$ cat src/hdl/hub_power_params.svh
// Constants for the downstream port power and connectivity block.
// Assumes inclusion by bare name from the design files.
`ifndef HUB_POWER_PARAMS_SVH
`define HUB_POWER_PARAMS_SVH

// Register offsets
`define REG_REMOVABLE   8'h07
`define REG_PORT_USED   8'h08
`define REG_STAT_CMD    8'hf8

// Status and command fields
`define STAT_HOLD_BIT   0
`define STAT_GANG_BIT   1
`define STAT_OC_LSB     4
`define STAT_CMD_RST    8'h00
`define STAT_WR_MASK    8'h01

// Reset values and strap timing
`define CFG_ZERO        4'h0
`define CFG_ONE_PORT    4'h1
`define OC_IDLE         4'hf
`define STRAP_CAP_DLY   2'h3
`define CNT_ZERO        2'h0
`define CNT_ONE         2'h1
`define PORT_COUNT_RST  3'h1
`define RDATA_ZERO      8'h00

`endif

$ cat src/hdl/hub_power_pkg.sv
// Types for the downstream port power and connectivity block.
// Assumes nothing of its surroundings.
package hub_power_pkg;

  typedef enum logic [1:0] {
    CFG_SETTLE  = 2'b00,
    CFG_CAPTURE = 2'b01,
    CFG_RUN     = 2'b10
  } cfg_state_t;

endpackage

$ cat src/hdl/reset_sync.sv
// Reset synchroniser: asynchronous entry, release on the clock.
// Assumes an active-low reset pin from outside the clock domain.
`timescale 1ns/100ps

module reset_sync (
  input  wire logic clk_sys_i,
  input  wire logic global_reset_n_i,
  output logic      rst_o
);

  logic stage1_reg;
  logic stage2_reg;

  always_ff @(posedge clk_sys_i or negedge global_reset_n_i) begin
    if (!global_reset_n_i) begin
      stage1_reg <= 1'b1;
      stage2_reg <= 1'b1;
    end else begin
      stage1_reg <= 1'b0;
      stage2_reg <= stage1_reg;
    end
  end

  assign rst_o = stage2_reg;

endmodule // reset_sync

$ cat src/hdl/port_oc_latch.sv
// Over-current fault latch for one downstream port.
// Assumes fault and clear inputs from logic on the same clock.
`timescale 1ns/100ps

module port_oc_latch (
  input  wire logic clk_sys_i,
  input  wire logic rst_i,
  input  wire logic oc_i,
  input  wire logic clr_i,
  output logic      fault_o
);

  logic fault_reg;
  logic fault_next;

  // Set wins over clear
  always_comb begin
    fault_next = oc_i | (fault_reg & ~clr_i);
  end

  always_ff @(posedge clk_sys_i or posedge rst_i) begin
    if (rst_i) begin
      fault_reg <= 1'b0;
    end else begin
      fault_reg <= fault_next;
    end
  end

  assign fault_o = fault_reg;

endmodule // port_oc_latch

$ cat src/hdl/hub_port_power_control.sv
// Downstream port power switching, over-current shutdown, speed policy
// and port configuration of a four-port hub.
// Assumes straps and over-current pins are asynchronous; host requests,
// upstream speed flags and the register port run on clk_sys_i.
//
// Function
// - Upstream SuperSpeed and high-speed may coexist.
// - No upstream SuperSpeed disables downstream SuperSpeed.
// - Full/low-speed upstream also disables downstream high-speed.
// - Report one to four ports by configuration.
// - Ports configurable disabled or permanently attached.
// - Per-port mode follows host request per port.
// - Per-port over-current removes only that port.
// - Ganged mode powers all when any needs.
// - Ganged power stays until all permit removal.
// - Ganged over-current switches all ports off.
// - EEPROM loads never alter status/command register.
// - Global reset restores all register defaults.
// - Device does nothing while reset held.
// - Ganged mode: port 0 output powers all.
`timescale 1ns/100ps
`include "hub_power_params.svh"

module hub_port_power_control
  import hub_power_pkg::*;
#(
  parameter int NUM_PORTS = 4
) (
  input  wire logic                 clk_sys_i,
  input  wire logic                 global_reset_n_i,
  input  wire logic                 gang_mode_strap_i,
  input  wire logic [NUM_PORTS-1:0] strap_port_used_i,
  input  wire logic [NUM_PORTS-1:0] strap_removable_i,
  input  wire logic [NUM_PORTS-1:0] port_overcurrent_n_i,
  input  wire logic [NUM_PORTS-1:0] port_power_req_i,
  input  wire logic                 upstream_ss_i,
  input  wire logic                 upstream_hs_i,
  input  wire logic                 reg_wr_i,
  input  wire logic                 reg_src_eeprom_i,
  input  wire logic [7:0]           reg_addr_i,
  input  wire logic [7:0]           reg_wdata_i,
  output logic [7:0]                reg_rdata_o,
  output logic [NUM_PORTS-1:0]      port_power_on_n_o,
  output logic [NUM_PORTS-1:0]      ds_ss_en_o,
  output logic [NUM_PORTS-1:0]      ds_hs_en_o,
  output logic [NUM_PORTS-1:0]      port_fixed_o,
  output logic [2:0]                port_count_o
);

  // ****************************************************************
  // Functions
  // ****************************************************************
  function automatic logic [NUM_PORTS-1:0] eff_used(input logic [NUM_PORTS-1:0] u);
    eff_used = (u == '0) ? NUM_PORTS'(`CFG_ONE_PORT) : u;
  endfunction

  function automatic logic [2:0] pop_count(input logic [NUM_PORTS-1:0] u);
    pop_count = 3'h0;
    for (int i = 0; i < NUM_PORTS; i++) begin
      pop_count = pop_count + {2'h0, u[i]};
    end
  endfunction

  // ****************************************************************
  // Reset and pin synchronisers
  // ****************************************************************
  logic                 rst;
  logic                 gang_s1_reg;
  logic                 gang_s2_reg;
  logic [NUM_PORTS-1:0] used_s1_reg;
  logic [NUM_PORTS-1:0] used_s2_reg;
  logic [NUM_PORTS-1:0] rem_s1_reg;
  logic [NUM_PORTS-1:0] rem_s2_reg;
  logic [NUM_PORTS-1:0] oc_s1_reg;
  logic [NUM_PORTS-1:0] oc_s2_reg;

  reset_sync u_reset_sync (
    .clk_sys_i        (clk_sys_i),
    .global_reset_n_i (global_reset_n_i),
    .rst_o            (rst)
  );

  always_ff @(posedge clk_sys_i or posedge rst) begin
    if (rst) begin
      gang_s1_reg <= 1'b0;
      gang_s2_reg <= 1'b0;
      used_s1_reg <= NUM_PORTS'(`CFG_ZERO);
      used_s2_reg <= NUM_PORTS'(`CFG_ZERO);
      rem_s1_reg  <= NUM_PORTS'(`CFG_ZERO);
      rem_s2_reg  <= NUM_PORTS'(`CFG_ZERO);
      oc_s1_reg   <= NUM_PORTS'(`OC_IDLE);
      oc_s2_reg   <= NUM_PORTS'(`OC_IDLE);
    end else begin
      gang_s1_reg <= gang_mode_strap_i;
      gang_s2_reg <= gang_s1_reg;
      used_s1_reg <= strap_port_used_i;
      used_s2_reg <= used_s1_reg;
      rem_s1_reg  <= strap_removable_i;
      rem_s2_reg  <= rem_s1_reg;
      oc_s1_reg   <= port_overcurrent_n_i;
      oc_s2_reg   <= oc_s1_reg;
    end
  end

  logic [NUM_PORTS-1:0] oc_det;

  assign oc_det = ~oc_s2_reg;

  // ****************************************************************
  // Configuration and registers
  // ****************************************************************
  cfg_state_t           cfg_state_reg;
  cfg_state_t           cfg_state_next;
  logic [1:0]           cap_cnt_reg;
  logic [1:0]           cap_cnt_next;
  logic                 gang_mode_reg;
  logic                 gang_mode_next;
  logic [NUM_PORTS-1:0] used_reg;
  logic [NUM_PORTS-1:0] used_next;
  logic [NUM_PORTS-1:0] removable_reg;
  logic [NUM_PORTS-1:0] removable_next;
  logic [7:0]           stat_cmd_reg;
  logic [7:0]           stat_cmd_next;
  logic [7:0]           rdata_reg;
  logic [7:0]           rdata_next;
  logic [NUM_PORTS-1:0] fault;
  logic                 run;

  assign run = (cfg_state_reg == CFG_RUN);

  always_comb begin
    cfg_state_next = cfg_state_reg;
    cap_cnt_next   = cap_cnt_reg;
    gang_mode_next = gang_mode_reg;
    used_next      = used_reg;
    removable_next = removable_reg;
    stat_cmd_next  = stat_cmd_reg;
    unique case (cfg_state_reg)
      CFG_SETTLE: begin
        cap_cnt_next = cap_cnt_reg + `CNT_ONE;
        if (cap_cnt_reg == `STRAP_CAP_DLY) begin
          cfg_state_next = CFG_CAPTURE;
        end
      end
      CFG_CAPTURE: begin
        gang_mode_next = gang_s2_reg;
        used_next      = used_s2_reg;
        removable_next = rem_s2_reg;
        cfg_state_next = CFG_RUN;
      end
      CFG_RUN: begin
        if (reg_wr_i) begin
          if (reg_addr_i == `REG_PORT_USED) begin
            used_next = reg_wdata_i[NUM_PORTS-1:0];
          end
          if (reg_addr_i == `REG_REMOVABLE) begin
            removable_next = reg_wdata_i[NUM_PORTS-1:0];
          end
          if ((reg_addr_i == `REG_STAT_CMD) && !reg_src_eeprom_i) begin
            stat_cmd_next = reg_wdata_i & `STAT_WR_MASK;
          end
        end
      end
      default: begin
        cfg_state_next = CFG_SETTLE;
      end
    endcase
  end

  always_comb begin
    rdata_next = `RDATA_ZERO;
    if (reg_addr_i == `REG_PORT_USED) begin
      rdata_next[NUM_PORTS-1:0] = used_reg;
    end else if (reg_addr_i == `REG_REMOVABLE) begin
      rdata_next[NUM_PORTS-1:0] = removable_reg;
    end else if (reg_addr_i == `REG_STAT_CMD) begin
      rdata_next = stat_cmd_reg;
      rdata_next[`STAT_GANG_BIT] = gang_mode_reg;
      rdata_next[`STAT_OC_LSB +: NUM_PORTS] = fault;
    end
  end

  always_ff @(posedge clk_sys_i or posedge rst) begin
    if (rst) begin
      cfg_state_reg <= CFG_SETTLE;
      cap_cnt_reg   <= `CNT_ZERO;
      gang_mode_reg <= 1'b0;
      used_reg      <= NUM_PORTS'(`CFG_ZERO);
      removable_reg <= NUM_PORTS'(`CFG_ZERO);
      stat_cmd_reg  <= `STAT_CMD_RST;
      rdata_reg     <= `RDATA_ZERO;
    end else begin
      cfg_state_reg <= cfg_state_next;
      cap_cnt_reg   <= cap_cnt_next;
      gang_mode_reg <= gang_mode_next;
      used_reg      <= used_next;
      removable_reg <= removable_next;
      stat_cmd_reg  <= stat_cmd_next;
      rdata_reg     <= rdata_next;
    end
  end

  // ****************************************************************
  // Power switching
  // ****************************************************************
  logic [NUM_PORTS-1:0] used_eff;
  logic [NUM_PORTS-1:0] req_act;
  logic                 any_oc;
  logic                 any_req;
  logic                 hold;

  assign used_eff = eff_used(used_reg);
  assign req_act  = port_power_req_i & used_eff;
  assign any_oc   = |(oc_det & used_eff);
  assign any_req  = |req_act;
  assign hold     = stat_cmd_reg[`STAT_HOLD_BIT];

  for (genvar i = 0; i < NUM_PORTS; i++) begin : g_latch
    logic lat_oc;
    logic lat_clr;
    assign lat_oc  = gang_mode_reg ? any_oc : (oc_det[i] & used_eff[i]);
    assign lat_clr = gang_mode_reg ? ~any_req : ~req_act[i];
    port_oc_latch u_latch (
      .clk_sys_i (clk_sys_i),
      .rst_i     (rst),
      .oc_i      (lat_oc),
      .clr_i     (lat_clr),
      .fault_o   (fault[i])
    );
  end

  logic [NUM_PORTS-1:0] pwr_reg;
  logic [NUM_PORTS-1:0] pwr_next;
  logic [NUM_PORTS-1:0] ss_en_reg;
  logic [NUM_PORTS-1:0] ss_en_next;
  logic [NUM_PORTS-1:0] hs_en_reg;
  logic [NUM_PORTS-1:0] hs_en_next;
  logic [NUM_PORTS-1:0] fixed_reg;
  logic [NUM_PORTS-1:0] fixed_next;
  logic [2:0]           count_reg;
  logic [2:0]           count_next;

  always_comb begin
    pwr_next = '0;
    if (run && !hold) begin
      if (gang_mode_reg) begin
        pwr_next[0] = any_req & ~any_oc & ~(|fault);
      end else begin
        pwr_next = req_act & ~oc_det & ~fault;
      end
    end
    ss_en_next = (run && upstream_ss_i) ? used_eff : '0;
    // high-speed needs upstream SS or HS
    hs_en_next = (run && (upstream_ss_i || upstream_hs_i)) ? used_eff : '0;
    fixed_next = run ? (used_eff & ~removable_reg) : '0;
    count_next = pop_count(used_eff);
  end

  always_ff @(posedge clk_sys_i or posedge rst) begin
    if (rst) begin
      pwr_reg   <= '0;
      ss_en_reg <= '0;
      hs_en_reg <= '0;
      fixed_reg <= '0;
      count_reg <= `PORT_COUNT_RST;
    end else begin
      pwr_reg   <= pwr_next;
      ss_en_reg <= ss_en_next;
      hs_en_reg <= hs_en_next;
      fixed_reg <= fixed_next;
      count_reg <= count_next;
    end
  end

  assign port_power_on_n_o = ~pwr_reg;
  assign ds_ss_en_o        = ss_en_reg;
  assign ds_hs_en_o        = hs_en_reg;
  assign port_fixed_o      = fixed_reg;
  assign port_count_o      = count_reg;
  assign reg_rdata_o       = rdata_reg;
endmodule // hub_port_power_control

$ cat config.mk
export PLATFORM = sky130hd
export DESIGN_NAME = hub_port_power_control
export DESIGN_NICKNAME = d
export VERILOG_FILES = /design/src/hdl/hub_power_pkg.sv /design/src/hdl/reset_sync.sv /design/src/hdl/port_oc_latch.sv /design/src/hdl/hub_port_power_control.sv
export VERILOG_INCLUDE_DIRS = /design/src /design/src/hdl
export SDC_FILE = /design/constraint.sdc
export NUM_CORES = 1
export LEC_CHECK = 0
export BUFFER_PORTS_ARGS = -buffer_cell sky130_fd_sc_hd__buf_2
export CAP_MARGIN = 20
export CORE_ASPECT_RATIO = 1.1
export CORE_MARGIN = 1
export CORE_UTILIZATION = 25
export CTS_BUF_LIST = sky130_fd_sc_hd__clkbuf_2 sky130_fd_sc_hd__clkbuf_4 sky130_fd_sc_hd__clkbuf_8
export DETAILED_ROUTE_END_ITERATION = 10
export PLACE_DENSITY = 0.48
export SYNTH_ARGS = -nofsm -noshare
export SYNTH_HDL_FRONTEND = slang
export SYNTH_HIERARCHICAL = 1
export SYNTH_SLANG_ARGS = --single-unit
export TNS_END_PERCENT = 5
$ cat constraint.sdc
create_clock -name clk_sys_i -period 2 [get_ports clk_sys_i]
set_clock_uncertainty 0.1 [all_clocks]
set_input_delay 0.3 -clock clk_sys_i [delete_from_list [all_inputs] [get_ports clk_sys_i]]
set_output_delay 0.3 -clock clk_sys_i [all_outputs]
set_load 0.05 [all_outputs]
Yosys cells after proc, flatten, opt, wreduce, memory -nomap -nowiden
Cells that the tools add are included.
- word-level logic and storage cells: 121
- output and inout bits: 27
- flip-flop bits (word level): 73
- memory bits (writable): 0
- memories kept: 0
- bits in latches: 0
- input bits: 39
- memory bits (read-only): 0
- reductions and logical operators: 17
- magnitude comparators: 0
- bitwise gates (word level): 36
- shifts and indexed selects: 0
- add/sub/neg operators: 4
- multipliers: 0
- divide/modulo/power cells: 0
- eq/ne operators: 10
- mux-type cells: 28
- operator list (cell ; count):
    4-bit two-way mux ; 13
    4-bit bitwise AND ; 5
    4-bit NOT ; 5
    4-bit case mux with 2 select lines ; 2
    1-bit NOT ; 12
    4-bit OR reduction ; 3
    1-bit bitwise AND ; 10
    1-bit two-way mux ; 9
    3-bit AND reduction ; 3
    8-bit by 3-bit == test with 1-bit output (second input constant) ; 1
    8-bit by 4-bit == test with 1-bit output (second input constant) ; 1
    8-bit == test (second input constant) ; 1
    8-bit two-way mux ; 1
    2-bit case mux with 3 select lines ; 1
    2-bit == test (second input constant) ; 2
    1-bit logical AND ; 4
    4-bit zero test ; 1
    2-bit by 1-bit inequality test with 1-bit output (second input constant) ; 2
    2-bit inequality test (second input constant) ; 2
    1-bit bitwise OR ; 4
    2-bit by 1-bit adder with 3-bit output ; 1
    3-bit by 1-bit adder with 3-bit output ; 1
    3-bit two-way mux ; 1
    1-bit by 1-bit adder with 2-bit output ; 1
    8 further kinds ; 9

Logic depth before layout (Yosys ltp)
- depth in word-level cells: 9
- gate-level depth with buffers: 7
- gate-level depth less buffers: 6

Cells and area by module
The synthesis kept the hierarchy.
- by module, submodules not included (module ; instances ; sequential area each (um^2) ; cells each ; area an instance (um^2)):
    hub_port_power_control ; 1 ; 1687.9 ; 201 ; 2489.9
    port_oc_latch ; 4 ; 25.0 ; 4 ; 40.0
    reset_sync ; 1 ; 52.6 ; 3 ; 56.3

Worst setup path before layout
Ideal clock, no wire load.
- path kind: flip-flop to flip-flop
- start point: reg cfg_state_reg[0]
- end point: reg pwr_reg[0]
- period minus slack after synthesis: 1.789 ns
- arrival time: 1.602 ns
- library setup time: 0.087 ns
- path slack: 0.211 ns
- data required time: 1.813 ns
- cell stages (with the launch flop): 6
- path buffers: 1
- path through: dfrtp_1 -> nand2b_4 -> buf_6 -> or3_4 -> or4b_1 -> a22oi_1
- longest elaborated chain between the ends: 3
- ends and longest elaborated chain (item ; line ; RTL):
    start: declaration ; hub_port_power_control.sv:112 ; cfg_state_t cfg_state_reg;
    start signal: assignment ; hub_port_power_control.sv:193 ; cfg_state_reg <= cfg_state_next;
    2-bit == test ; hub_port_power_control.sv:129 ; assign run = (cfg_state_reg == CFG_RUN);
    1-bit logical AND ; hub_port_power_control.sv:245 ; if (run && !hold) begin
    4-bit two-way mux ; hub_port_power_control.sv:245 ;
    via pwr_next[0] ; hub_port_power_control.sv:233 ; logic [NUM_PORTS-1:0] pwr_next;
    end signal: assignment ; hub_port_power_control.sv:267 ; pwr_reg <= pwr_next;
    end: declaration ; hub_port_power_control.sv:232 ; logic [NUM_PORTS-1:0] pwr_reg;
The timed path passes the listed nets, and every way through them passes these cells.
A chain may end at the register's enable or synchronous reset.

Worst setup path in the final report
Same ends and word-level chain as after synthesis.

==> metrics.txt <==
outcome=finished, final reports clean; Die X-Extent=just over 100 um; FF-to-FF path depth=4; Comb pwr share=12.4%; dpl ws=0.180 ns; synth warn=6; Post-synth EDFFs=0; CP required=2.16 ns; Rows=39; Yosys cell types=40; H-tree Lvls=3; Clock Power Share=between 30 and 40%; worst-path cell chain=nand2b_4 -> or3_4 -> or4b_1 -> a22oi_1; synth top area cells=dfrtp_1 57%, dfstp_2 11%, and2_1 3.2%; Nets=352; worst path arrival time=roughly 2.0 ns; RSZ-0062 raised after global routing=false; Starting Density=25.9%; Post-Synthesis Cell Area=0.00271 sq mm; Max Fclk=556 MHz; core area=0.0104 sq mm; post-synthesis cell count=220; Tmin final=between 1.5 and 2 ns; area grow syn2layout=34.0%; maximum VDD drop=376 uV; first-pass GRT wire length=9260 um; CTS sink cnt=73; grt total ovfl=0; relative slew slack=59.2%; sequential share of power=47.8%; area of the die=about 0.011 sq mm; mean number of vias per cell=3.97; DR vias=1816; clk_lat worst skew=approximately 0.35 ns; clock root cell=clkbuf_8; Worst setup SP type=flip-flop; total track usage=11.2%; total net switching power=846 uW; hold_buf cts=14; syn_area_per_cell=12.3 sq um; number of port buffers=61; Max Cap Violations=0; internal power=2.58 mW; IO Pins=66; Worst Setup End Kind=flip-flop; final hold viol count=0; Starting DRT DRC Count=51; slowest CP cell=or4b_1; Setup Fix Bufs, Post-CTS=0; TritonCTS clock tree=yes; initial antenna violation count=1; switch share=24.7%; final worst-path cycle share=89.9%; kind of critical path=reg2reg; HPWL Detailed=~4100 um; wire per inst=roughly 12 um; Fin Hold WS=0.0486 ns; fraction of layout cells with a size suffix above 1=32.9%; Synth Flop Type=dfrtp_1; post-synthesis sequential area ratio=between 60% and 70%; Resize count post-CTS=0; Slew Limit Fails=0; leakage=1.80 nW; Clock Tree Buf Depth=2; CTS buffer count=9; share of the synthesized area in the top cell type=between 50% and 60%; worst setup margin=0.202 ns; post-synth top area cell=dfrtp_1; clk slew on worst S/H paths=~0.070 ns; Slew @ Worst Pin=0.604 ns; worst-path maximum fanout=4; pwr dens=between 900 and 1000 mW/mm^2; Critical Path Max Stage Delay=0.52 ns; Mapped Nets=263; largest net degree at the start of global routing=41; most frequent cell after synthesis=dfrtp_1; number of global-route vias before repair=between 1500 and 2000; Post-Route WL=5490 um; FFs w/ async S/R, synth=between 90% and 100%; Residual DRC=0; Fin Setup TNS=0 ns; Largest register FFs=8; HP Class=reg2async; most common library cells after synthesis=62 x dfrtp_1, 18 x inv_1, 14 x and2_1; drt pass-1 iters=4; gpl congestion=0.824; Post-DRT Antenna Nets=0; Setup Viol. Count Final=0; Synth Register Bits=73; post-layout util=34.7%; Die Span Y=111 um
kinds of logic after synthesis:
family / after synthesis / share of synthesized area, %
multiplexers: 2 / 0.832
flip-flops: 73 / 68.0
AO/OA/AOI/OAI: 39 / 9.15
other: 1 / 0.139
buffers and inverters: 27 / 4.02
adder cells (fa/ha/maj): 4 / 1.85
AND/OR/NAND/NOR: 73 / 15.7
XOR/XNOR: 1 / 0.324
worst max-delay path: cells and delay by family, from the launching register on:
kind	cells	cell delay (ns)
compound gates	1	0.18
simple gates	3	1.03
flops	1	0.41
path summary, 6_finish.rpt:
path                                    start                          to  slack, ns
hold / removal             u_reset_sync/rst_o  g_latch[2].u_latch/fault_o       0.05
setup reg to reg             cfg_state_reg[0]                  pwr_reg[0]       0.20
setup / recovery             cfg_state_reg[0]                  pwr_reg[0]       0.20
min in group clk_sys_i         reg_wdata_i[0]             stat_cmd_reg[0]       0.09
hold reg to reg            u_reset_sync/rst_o  g_latch[2].u_latch/fault_o       0.05
max in group asynchronous  u_reset_sync/rst_o                oc_s2_reg[0]       1.09
area by class of cell:
cell class                 instances  area (sq um)
antenna                            1          2.50
tap                              143           179
clock buffer                      10           138
fill                            1063          6820
clock inverter                     5           104
sequential                        73          1840
timing repair buffer              87           536
inverter                          18          71.3
multi-input combinational        120           757
layer usage:
metal / GRT usage, % / vias up / wire [um]
met3: 3.66 / 13 / 357
met5: 0 / - / 0
met1: 13.3 / 831 / 2420
met4: 7.54 / 0 / 153
met2: 17.0 / 51 / 2560
li1: - / 921 / -
per-stage QoR:
step | instances | power [mW] | cell area, sq um
3_3_place_gp | 427 | 2.07 | 3240
6_report | 457 | 3.43 | 3630
2_1_floorplan | 220 | 1.94 | 2710
5_1_grt | 456 | 3.61 | 3620
3_5_place_dp | 427 | 2.08 | 3240
4_1_cts | 456 | 3.49 | 3620
cells in the final DEF (no fill, tap or decap), drive strengths merged, types with 3 or more instances in the layout:
cell type | Yosys | routed
and2 | 14 | 14
and3 | 4 | 4
a21oi | 11 | 11
bufinv | 0 | 3
nand2 | 13 | 13
dfstp | 11 | 11
nor3b | 3 | 3
nor3 | 6 | 6
dfrtp | 62 | 62
ha | 4 | 4
a21o | 5 | 5
clkbuf | 8 | 10
buf | 1 | 73
nor2 | 13 | 13
o21ai | 12 | 12
inv | 18 | 17
nor4b | 4 | 4
nor2b | 4 | 4
dlygate4sd3 | 0 | 14
power by group through the flow:
stage                     registers [mW]  logic [mW]  clock network (mW)
after floorplan                     1.79       0.149                   0
after global placement              1.67       0.405                   0
after detailed placement            1.67       0.410                   0
after CTS                           1.64       0.432                1.42
after global routing                1.65       0.468                1.49
final                               1.64       0.425                1.37
Note: power is estimated with default switching activity, not from simulation.
